<file path="config.mk">
export PLATFORM = sky130hd
export DESIGN_NAME = adcc_ctl0
export DESIGN_NICKNAME = d
export VERILOG_FILES = /design/src/adcc_ctl0.v
export VERILOG_INCLUDE_DIRS = /design/src
export SDC_FILE = /design/constraint.sdc
export NUM_CORES = 1
export LEC_CHECK = 0
export ABC_AREA = 1
export ABC_CLOCK_PERIOD_IN_PS = 2600
export BUFFER_PORTS_ARGS = -buffer_cell sky130_fd_sc_hd__buf_2
export CAP_MARGIN = 10
export CORE_UTILIZATION = 45
export CTS_CLUSTER_SIZE = 12
export DETAILED_ROUTE_END_ITERATION = 12
export PLACE_DENSITY = 0.72
export SLEW_MARGIN = 20
export SYNTH_ARGS = -nofsm -noshare
export SYNTH_HDL_FRONTEND = slang
export SYNTH_SLANG_ARGS = --single-unit
</file>
<file path="constraint.sdc">
create_clock -name clk -period 2.6 [get_ports clk]
set_input_delay 0.52 -clock clk [delete_from_list [all_inputs] [get_ports clk]]
set_output_delay 0.52 -clock clk [all_outputs]
set_load 0.01 [all_outputs]
</file>
<file path="src/adcc_regs.vh">
// Register map, field positions and timing constants of the converter control block.
// Assumes a 20 MHz system clock and Avalon-MM byte addressing with 32-bit words.
`ifndef ADCC_REGS_VH
`define ADCC_REGS_VH

// ---------------------------------------------------------------
// Register byte offsets
// ---------------------------------------------------------------
`define ADCC_OFF_CTL0      5'h00
`define ADCC_OFF_STATUS    5'h04
`define ADCC_OFF_IRQ_STAT  5'h08
`define ADCC_OFF_IRQ_EN    5'h0c
`define ADCC_OFF_IRQ_CLR   5'h10
`define ADCC_OFF_AUX       5'h14

// ---------------------------------------------------------------
// Control register 0 fields
// ---------------------------------------------------------------
`define ADCC_CTL0_EN       15
`define ADCC_CTL0_SR       14
`define ADCC_CTL0_FRZ      13
`define ADCC_CTL0_WAI      12
`define ADCC_CTL0_ACC_HI   11
`define ADCC_CTL0_ACC_LO   10
`define ADCC_CTL0_STR      9
`define ADCC_CTL0_MOD      8
`define ADCC_ACC_RESET     2'h0

// ---------------------------------------------------------------
// Status register fields
// ---------------------------------------------------------------
`define ADCC_ST_POWERED    0
`define ADCC_ST_DRAINING   1
`define ADCC_ST_READY      2
`define ADCC_ST_HALTED     3
`define ADCC_ST_CSL        4
`define ADCC_ST_RVL        5
`define ADCC_ST_SR_BUSY    6
`define ADCC_ST_CIDX_LO    8
`define ADCC_ST_RIDX_LO    16

// ---------------------------------------------------------------
// Interrupt status / enable / clear fields
// ---------------------------------------------------------------
`define ADCC_IRQ_W         5
`define ADCC_IRQ_OVERRUN   0
`define ADCC_IRQ_SEVERE    1
`define ADCC_IRQ_EARLY     2
`define ADCC_IRQ_SR_DONE   3
`define ADCC_IRQ_READY     4

// ---------------------------------------------------------------
// Auxiliary register fields
// ---------------------------------------------------------------
`define ADCC_AUX_SMOD      0

// ---------------------------------------------------------------
// Timing
// ---------------------------------------------------------------
`define ADCC_CLK_NS        50
`define ADCC_T_REC_NS      1000
`define ADCC_REC_CYC       ((`ADCC_T_REC_NS + `ADCC_CLK_NS - 1) / `ADCC_CLK_NS)
`define ADCC_SR_CYC        16'h0002

`endif

</file>
<file path="src/adcc_ctl0.v">
// Converter control register 0 with enable, soft reset, halt options and flow config locks.
// Assumes an Avalon-MM master on clk and a converter core on the same clock.
//
// How it works
// - Enable, soft reset, freeze select and wait select are writable regardless of the configuration lock.
// - Flow mode, abort store and access path fields change only when disabled or in special-mode access.
// - Bit 15 powers the converter internals and locks the flow configuration fields.
// - Clearing enable aborts the running sequence and drops the current and pending results.
// - Enable cannot be set again until the aborted work has drained.
// - A recovery period follows enabling; triggers before it ends are refused and flagged.
// - Soft reset clears overrun and error flags and forces the sequencer to idle.
// - Soft reset also clears both indices and both list selects.
// - A severe error stops operation until software issues a soft reset.
// - The soft reset bit ignores writes while set and is cleared by hardware when done.
// - With freeze select set, conversion stops at the next boundary in freeze mode.
// - With wait select set, conversion halts at the next boundary in wait mode.
// - Flow mode zero restarts after end of list, one waits for a trigger.
// - The access path field encodes none, internal, bus or both, and resets to none.
`timescale 1ns/1ns
`default_nettype none
`include "adcc_regs.vh"

module adcc_ctl0 #(
    parameter IDX_W   = 6,
    parameter REC_CYC = `ADCC_REC_CYC
) (
    input  wire              clk,
    input  wire              reset_n,
    input  wire [4:0]        address,
    input  wire              read,
    input  wire              write,
    input  wire [31:0]       writedata,
    input  wire [3:0]        byteenable,
    output reg  [31:0]       readdata,
    output wire              waitrequest,
    output wire              irq,
    input  wire              mcu_special_mode,
    input  wire              freeze_mode,
    input  wire              wait_mode,
    input  wire              trigger_req,
    input  wire              conv_busy,
    input  wire              conv_boundary,
    input  wire              conv_done,
    input  wire              end_of_list,
    input  wire              overrun_event,
    input  wire              severe_error_event,
    output reg               analog_power_en,
    output reg               conv_abort,
    output wire              conv_launch,
    output wire              result_store,
    output wire              seq_restart,
    output reg               sm_idle_force,
    output reg               conv_halt,
    output reg  [IDX_W-1:0]  command_index,
    output reg  [IDX_W-1:0]  result_index,
    output reg               active_command_list_select,
    output reg               active_result_list_select,
    output reg               flow_mode_select,
    output reg               abort_store_select,
    output reg  [1:0]        flow_reg_access_path
);

// ---------------------------------------------------------------
// States
// ---------------------------------------------------------------
localparam ST_OFF   = 3'h0;
localparam ST_DRAIN = 3'h1;
localparam ST_RECOV = 3'h2;
localparam ST_RUN   = 3'h3;
localparam ST_SRST  = 3'h4;

localparam [`ADCC_IRQ_W-1:0] IRQ_SR_CLR = ({{(`ADCC_IRQ_W-1){1'b0}}, 1'b1} << `ADCC_IRQ_OVERRUN)
                                        | ({{(`ADCC_IRQ_W-1){1'b0}}, 1'b1} << `ADCC_IRQ_SEVERE)
                                        | ({{(`ADCC_IRQ_W-1){1'b0}}, 1'b1} << `ADCC_IRQ_EARLY);

// ---------------------------------------------------------------
// Reset release
// ---------------------------------------------------------------
reg  rst_meta_reg;
reg  rst_n_reg;

always @(posedge clk or negedge reset_n)
begin
    if (!reset_n)
    begin
        rst_meta_reg <= 1'b0;
        rst_n_reg    <= 1'b0;
    end
    else
    begin
        rst_meta_reg <= 1'b1;
        rst_n_reg    <= rst_meta_reg;
    end
end

// ---------------------------------------------------------------
// Bus slave
// ---------------------------------------------------------------
reg                       ack_reg;
reg                       enable_reg;
reg                       soft_reset_request;
reg                       freeze_halt_select;
reg                       wait_halt_select;
reg                       special_mode_access;
reg  [2:0]                state_reg;
reg  [15:0]               timer_reg;
reg                       severe_reg;
reg  [`ADCC_IRQ_W-1:0]    irq_stat_reg;
reg  [`ADCC_IRQ_W-1:0]    irq_en_reg;
reg  [`ADCC_IRQ_W-1:0]    irq_set;
reg  [31:0]               rd_next;

wire wr_go  = write && ack_reg;
wire wr_hi  = wr_go && byteenable[1];
wire wr_lo  = wr_go && byteenable[0];
wire ctl_wr = wr_hi && (address == `ADCC_OFF_CTL0);
wire cfg_ok = !enable_reg || special_mode_access;

assign waitrequest = (read || write) && !ack_reg;

function [31:0] adcc_ctl0_word;
    input en;
    input sr;
    input frz;
    input wai;
    input [1:0] acc;
    input str;
    input md;
    begin
        adcc_ctl0_word = 32'h0000_0000;
        adcc_ctl0_word[`ADCC_CTL0_EN] = en;
        adcc_ctl0_word[`ADCC_CTL0_SR] = sr;
        adcc_ctl0_word[`ADCC_CTL0_FRZ] = frz;
        adcc_ctl0_word[`ADCC_CTL0_WAI] = wai;
        adcc_ctl0_word[`ADCC_CTL0_ACC_HI:`ADCC_CTL0_ACC_LO] = acc;
        adcc_ctl0_word[`ADCC_CTL0_STR] = str;
        adcc_ctl0_word[`ADCC_CTL0_MOD] = md;
    end
endfunction

always @*
begin
    rd_next = 32'h0000_0000;
    case (address)
        `ADCC_OFF_CTL0:
            rd_next = adcc_ctl0_word(enable_reg, soft_reset_request, freeze_halt_select,
                                     wait_halt_select, flow_reg_access_path,
                                     abort_store_select, flow_mode_select);
        `ADCC_OFF_STATUS:
        begin
            rd_next[`ADCC_ST_POWERED]  = analog_power_en;
            rd_next[`ADCC_ST_DRAINING] = (state_reg == ST_DRAIN);
            rd_next[`ADCC_ST_READY]    = (state_reg == ST_RUN);
            rd_next[`ADCC_ST_HALTED]   = conv_halt || severe_reg;
            rd_next[`ADCC_ST_CSL]      = active_command_list_select;
            rd_next[`ADCC_ST_RVL]      = active_result_list_select;
            rd_next[`ADCC_ST_SR_BUSY]  = soft_reset_request;
            rd_next[`ADCC_ST_CIDX_LO +: IDX_W] = command_index;
            rd_next[`ADCC_ST_RIDX_LO +: IDX_W] = result_index;
        end
        `ADCC_OFF_IRQ_STAT:
            rd_next[`ADCC_IRQ_W-1:0] = irq_stat_reg;
        `ADCC_OFF_IRQ_EN:
            rd_next[`ADCC_IRQ_W-1:0] = irq_en_reg;
        `ADCC_OFF_AUX:
            rd_next[`ADCC_AUX_SMOD] = special_mode_access;
        default:
            rd_next = 32'h0000_0000;
    endcase
end

always @(posedge clk or negedge rst_n_reg)
begin
    if (!rst_n_reg)
    begin
        ack_reg  <= 1'b0;
        readdata <= 32'h0000_0000;
    end
    else
    begin
        ack_reg <= (read || write) && !ack_reg;
        if (read && !ack_reg)
            readdata <= rd_next;
    end
end

// ---------------------------------------------------------------
// Control register 0 and auxiliary register
// ---------------------------------------------------------------
wire sr_done = (state_reg == ST_SRST) && (timer_reg == 16'h0000);

always @(posedge clk or negedge rst_n_reg)
begin
    if (!rst_n_reg)
    begin
        enable_reg           <= 1'b0;
        soft_reset_request   <= 1'b0;
        freeze_halt_select   <= 1'b0;
        wait_halt_select     <= 1'b0;
        flow_reg_access_path <= `ADCC_ACC_RESET;
        abort_store_select   <= 1'b0;
        flow_mode_select     <= 1'b0;
        special_mode_access  <= 1'b0;
    end
    else
    begin
        if (ctl_wr)
        begin
            if (writedata[`ADCC_CTL0_EN] && (state_reg == ST_DRAIN || conv_busy && !enable_reg))
                enable_reg <= 1'b0;
            else
                enable_reg <= writedata[`ADCC_CTL0_EN];
            freeze_halt_select <= writedata[`ADCC_CTL0_FRZ];
            wait_halt_select   <= writedata[`ADCC_CTL0_WAI];
            if (cfg_ok)
            begin
                flow_reg_access_path <= writedata[`ADCC_CTL0_ACC_HI:`ADCC_CTL0_ACC_LO];
                abort_store_select   <= writedata[`ADCC_CTL0_STR];
                flow_mode_select     <= writedata[`ADCC_CTL0_MOD];
            end
        end
        if (sr_done)
            soft_reset_request <= 1'b0;
        else if (ctl_wr && writedata[`ADCC_CTL0_SR])
            soft_reset_request <= 1'b1;
        if (wr_lo && address == `ADCC_OFF_AUX && mcu_special_mode)
            special_mode_access <= writedata[`ADCC_AUX_SMOD];
    end
end

// ---------------------------------------------------------------
// Sequencer
// ---------------------------------------------------------------
wire running   = (state_reg == ST_RUN) && !severe_reg;
wire early_trg = trigger_req && (state_reg == ST_RECOV);
wire halt_req  = (freeze_mode && freeze_halt_select) || (wait_mode && wait_halt_select);

assign conv_launch  = trigger_req && running && !conv_halt;
assign result_store = conv_done && running;
assign seq_restart  = end_of_list && running && !flow_mode_select && !conv_halt;

always @(posedge clk or negedge rst_n_reg)
begin
    if (!rst_n_reg)
    begin
        state_reg       <= ST_OFF;
        timer_reg       <= 16'h0000;
        analog_power_en <= 1'b0;
        conv_abort      <= 1'b0;
        sm_idle_force   <= 1'b0;
        conv_halt       <= 1'b0;
    end
    else
    begin
        conv_abort    <= 1'b0;
        sm_idle_force <= 1'b0;
        if (!halt_req)
            conv_halt <= 1'b0;
        else if (conv_boundary || !conv_busy)
            conv_halt <= 1'b1;
        case (state_reg)
            ST_OFF:
            begin
                analog_power_en <= 1'b0;
                if (soft_reset_request)
                begin
                    state_reg <= ST_SRST;
                    timer_reg <= `ADCC_SR_CYC;
                end
                else if (enable_reg)
                begin
                    analog_power_en <= 1'b1;
                    state_reg       <= ST_RECOV;
                    timer_reg       <= REC_CYC[15:0];
                end
            end
            ST_DRAIN:
                if (!conv_busy)
                    state_reg <= ST_OFF;
            ST_RECOV, ST_RUN:
            begin
                if (soft_reset_request)
                begin
                    state_reg <= ST_SRST;
                    timer_reg <= `ADCC_SR_CYC;
                end
                else if (!enable_reg)
                begin
                    analog_power_en <= 1'b0;
                    conv_abort      <= 1'b1;
                    state_reg       <= ST_DRAIN;
                end
                else if (state_reg == ST_RECOV)
                begin
                    if (timer_reg == 16'h0000)
                        state_reg <= ST_RUN;
                    else
                        timer_reg <= timer_reg - 16'h0001;
                end
            end
            ST_SRST:
            begin
                sm_idle_force <= 1'b1;
                if (timer_reg != 16'h0000)
                    timer_reg <= timer_reg - 16'h0001;
                else if (enable_reg && analog_power_en)
                    state_reg <= ST_RUN;
                else
                begin
                    conv_abort      <= analog_power_en;
                    analog_power_en <= 1'b0;
                    state_reg       <= ST_OFF;
                end
            end
            default:
                state_reg <= ST_OFF;
        endcase
    end
end

// ---------------------------------------------------------------
// Indices, list selects and severe error
// ---------------------------------------------------------------
always @(posedge clk or negedge rst_n_reg)
begin
    if (!rst_n_reg)
    begin
        command_index              <= {IDX_W{1'b0}};
        result_index               <= {IDX_W{1'b0}};
        active_command_list_select <= 1'b0;
        active_result_list_select  <= 1'b0;
        severe_reg                 <= 1'b0;
    end
    else if (state_reg == ST_SRST)
    begin
        command_index              <= {IDX_W{1'b0}};
        result_index               <= {IDX_W{1'b0}};
        active_command_list_select <= 1'b0;
        active_result_list_select  <= 1'b0;
        severe_reg                 <= severe_error_event;
    end
    else
    begin
        if (severe_error_event)
            severe_reg <= 1'b1;
        if (running && end_of_list)
        begin
            command_index              <= {IDX_W{1'b0}};
            result_index               <= {IDX_W{1'b0}};
            active_command_list_select <= !active_command_list_select;
            active_result_list_select  <= !active_result_list_select;
        end
        else
        begin
            if (conv_launch)
                command_index <= command_index + {{(IDX_W-1){1'b0}}, 1'b1};
            if (result_store)
                result_index <= result_index + {{(IDX_W-1){1'b0}}, 1'b1};
        end
    end
end

// ---------------------------------------------------------------
// Interrupts
// ---------------------------------------------------------------
wire irq_clr_wr = wr_lo && (address == `ADCC_OFF_IRQ_CLR);

always @*
begin
    irq_set = {`ADCC_IRQ_W{1'b0}};
    irq_set[`ADCC_IRQ_OVERRUN] = overrun_event;
    irq_set[`ADCC_IRQ_SEVERE]  = severe_error_event;
    irq_set[`ADCC_IRQ_EARLY]   = early_trg;
    irq_set[`ADCC_IRQ_SR_DONE] = sr_done;
    irq_set[`ADCC_IRQ_READY]   = (state_reg == ST_RECOV) && enable_reg && !soft_reset_request
                                 && (timer_reg == 16'h0000);
end

always @(posedge clk or negedge rst_n_reg)
begin
    if (!rst_n_reg)
    begin
        irq_stat_reg <= {`ADCC_IRQ_W{1'b0}};
        irq_en_reg   <= {`ADCC_IRQ_W{1'b0}};
    end
    else
    begin
        if (state_reg == ST_SRST)
            irq_stat_reg <= (irq_stat_reg & ~IRQ_SR_CLR) | irq_set;
        else if (irq_clr_wr)
            irq_stat_reg <= (irq_stat_reg & ~writedata[`ADCC_IRQ_W-1:0]) | irq_set;
        else
            irq_stat_reg <= irq_stat_reg | irq_set;
        if (wr_lo && address == `ADCC_OFF_IRQ_EN)
            irq_en_reg <= writedata[`ADCC_IRQ_W-1:0];
    end
end

assign irq = |(irq_stat_reg & irq_en_reg);

endmodule // adcc_ctl0
`default_nettype wire

</file>
==> summary.md <==
| Metric | Value |
|---|---|
| VDD IR max | `0.541 mV` |
| Library cells used by synthesis | `36` |
| Worst-Margin Slew | `0.711 ns` |
| First-pass GRT wire length | `17300 µm` |
| Number of I/O pins | `114` |
| Largest buffer count on any clock path | `2` |
| # DRC | `0` |
| Cells after Synth | `586` |
| Fin cells | `804` |
| Area of the multi-input gates | `1990 µm²` |
| Share of total power in sequential cells | `37.8%` |
| Root buf cell | `clkbuf_8` |
| Largest net degree at the start of global routing | `80` |
| Combinational power share | `39.3%` |
| Post-CTS setup buffer count | `0` |
| Max-slew violations | `0` |
| TritonCTS clock tree | `yes` |
| Die Ht | `101 µm` |
| Sw Pwr | `1.92 mW` |
| Gr ovfl total | `0` |
| Post-CTS Hold Fix Bufs | `1` |
| Initial antenna violation count | `0` |
| Vias in the first global route | `3717` |
| Leakage power | `2.76 nW` |
| Routed vias/inst | `4.99` |
| Drt pass-1 iters | `5` |
| Final GP Congestion | `0.864` |
| Number of synthesized register bits | `81` |
| Core Footprint | `9330 µm²` |
| Placed Cells | `786` |
| Clk Latency, worst-skew pair | `0.36 ns` |
| 1st-iter DRT viols | `250` |
| Cell family with most CP delay | `simple AND/OR/NAND/NOR gates` |
| Post-synth design cell area | `4390 µm²` |
| Hold Fails Final Rpt | `0` |
| Die footprint | `10200 µm²` |
| Critical path launch point type | `register` |
| Crit end category | `output port` |
| Ratio of cells with drive above 1 in the final layout | `18.1%` |
| Most frequent cells in the layout | `nand2_1, buf_2, dfrtp_1` |
| Max reg flops | `21` |
| Power Dens Cells | `886 nW/µm²` |
| Worst path depth | `5` |
| Gr usage total | `22.1%` |
| Sw Ratio | `42.4%` |
| Status | `complete, no violations` |
| Crit path DAT | `1.69 ns` |
| Layout area overhead | `16.4%` |
| Crit-path most repeated cell | `nand2_1` |
| Crit path buf inv count | `1` |
| Simple logic cell fraction of the synthesized area | `31.8%` |
| Final HPWL DP | `7520 µm` |
| Remaining antenna violation count | `0` |
| H-tree depth | `3` |
| CP peak stage delay | `0.45 ns` |
| # rows | `35` |
| Post-route cell area | `5110 µm²` |
| Worst Path Required | `2.08 ns` |
| IO buf count | `81` |
| Clk slew on worst S/H paths | `0.10 ns` |
| Slew margin rel. | `52.5%` |
| Tmin final | `2.21 ns` |
| Clk_skew | `0.0129 ns` |
| Critical Path, Cell by Cell | `nand2_1 -> nor3_2 -> nand2_1 -> nor3_1 -> buf_2` |
| Number of gates resized after CTS | `0` |
| Mux cell area share after synthesis | `0%` |
| Via count | `4010` |
| Clock Power Share | `22.9%` |
| WS Path Type | `reg2out` |
| Largest family of logic cells by synthesized area | `simple AND/OR/NAND/NOR gates` |
| Fmax | `0.452 GHz` |
| Post-synthesis area per instance | `7.50 µm²` |
| R2R cell count | `8` |
| Hold slack | `0.335 ns` |
| Starting density of the core | `47.1%` |
| Fin Setup TNS | `0 ns` |
| Number of clock sinks | `81` |
| Compound-Gate Fraction of Synth Area | `9.91%` |
| Placed cell areas | `4860 µm²` |
| HP Class | `reg2async` |
| Max_cap viols | `0` |
| Cell internal pwr | `2.61 mW` |
| N_diodes | `0` |
| Die width | `101 µm` |
| RSZ-0062 raised after global routing | `false` |
| Adder-Cell Fraction of Synth Area | `0.854%` |
| Routed WL | `10500 µm` |
| Register area share after synthesis | `46.1%` |
| Worst-path maximum fanout | `6` |
| Fill cells | `921` |
| Yosys warns | `0` |
| Most common cell after layout, fill and taps aside | `nand2_1` |
| WL/cell | `13.1 µm` |
| CTS Buf Count | `9` |
| Nets | `728` |
| CP max-delay cell | `dfrtp_1` |
| Final worst path period share | `85.2%` |
| Register Area | `2030 µm²` |
| Xor/xnor share of the synthesized area | `1.79%` |
| Final setup fails | `0` |
## layout make-up
| type | instances | area share (%) |
|---|---|---|
| Inverter | 65 | 4.77 |
| Clock buffer | 10 | 2.50 |
| Tap cell | 129 | 3.16 |
| Clock inverter | 6 | 1.76 |
| Timing Repair Buffer | 87 | 9.10 |
| Sequential cell | 81 | 39.7 |
| Multi-Input combinational cell | 426 | 39.0 |
## power groups by stage
stage	registers [mW]	logic, mW	clock network, mW
detailed placement	1.74	1.76	0
finish	1.71	1.78	1.04
global placement	1.73	1.71	0
floorplan	1.71	1.39	0
global route	1.75	2.04	1.11
CTS	1.72	1.76	1.06
## per-layer routing
metal / GRT usage (%) / part of all wire, %
met1: 27.7 / 44
met2: 38.2 / 50
met3: 5.13 / 5.6
met4: 6.13 / 0.97
met5: 0 / 0
## stage by stage
stage	utilization [%]	total power [mW]	worst slack (ns)
after floorplan	-	3.10	0.177
after global placement	52.2	3.44	0.672
after detailed placement	52.2	3.50	0.641
after CTS	54.6	4.54	0.379
after global routing	54.8	4.90	0.258
final	54.8	4.53	0.385
## cells by family (layout without fill, tap and decap cells)
logic type      count (synthesis)  after routing
compound gates                 78             78
xor+xnor                        9              9
fa+ha+maj                       3              3
buf+inv                        89            168
flops                          81             81
other cells                     2             12
simple gates                  324            324
## worst paths after layout
| kind | to | slack, ns | from |
|---|---|---|---|
| max | seq_restart | 0.39 | state_reg[0] |
| min reg2reg | readdata[18] | 0.34 | rst_n_reg |
| min | readdata[18] | 0.34 | rst_n_reg |
| max in group asynchronous | timer_reg[6] | 1.65 | rst_n_reg |
| max reg2reg | result_index[1] | 0.64 | state_reg[0] |
| min in group clk | rst_n_reg | 0.36 | rst_meta_reg |
## worst reg2reg max path: cells and delay by family, from the launching register on
family          cells  cell delay, ns
simple gates        3            0.76
flops               1            0.45
compound gates      2            0.18
buf+inv             3            0.46
## synth_stat cells
cell      instances  area share (%)
nand2_2           4            0.57
inv_2             2            0.17
nor3_2            1            0.23
clkbuf_1          5            0.43
nor2_4            1            0.26
o31ai_1           7             1.2
dfrtp_1          81              46
o21ai_0          43             4.9
o211a_1           1            0.23
nor3_1           13             1.5
o21bai_1          3            0.51
ha_1              3            0.85
nor2_2            6            0.85
xor2_1            8             1.6
buf_2             1            0.11
nand4_1          12             1.7
nand3_2           2            0.46
a221oi_1          1            0.20
nand3b_2          1            0.26
a21oi_1          17             1.9
a22o_1            1            0.20
conb_1            2            0.17
nand3_1          39             4.4
nor2_8            1            0.46
or2_1             1            0.14
a21oi_2           1            0.20
o22ai_1           1            0.14
o21ai_1           2            0.23
a211oi_1          1            0.17
buf_4            16             2.7
nor2_1           71             6.1
xnor2_1           1            0.20
inv_1            63             5.4
nand2_1         171              15
nand2_4           1            0.26
buf_6             2            0.51
No activity file was read; power rests on OpenSTA's default activity.
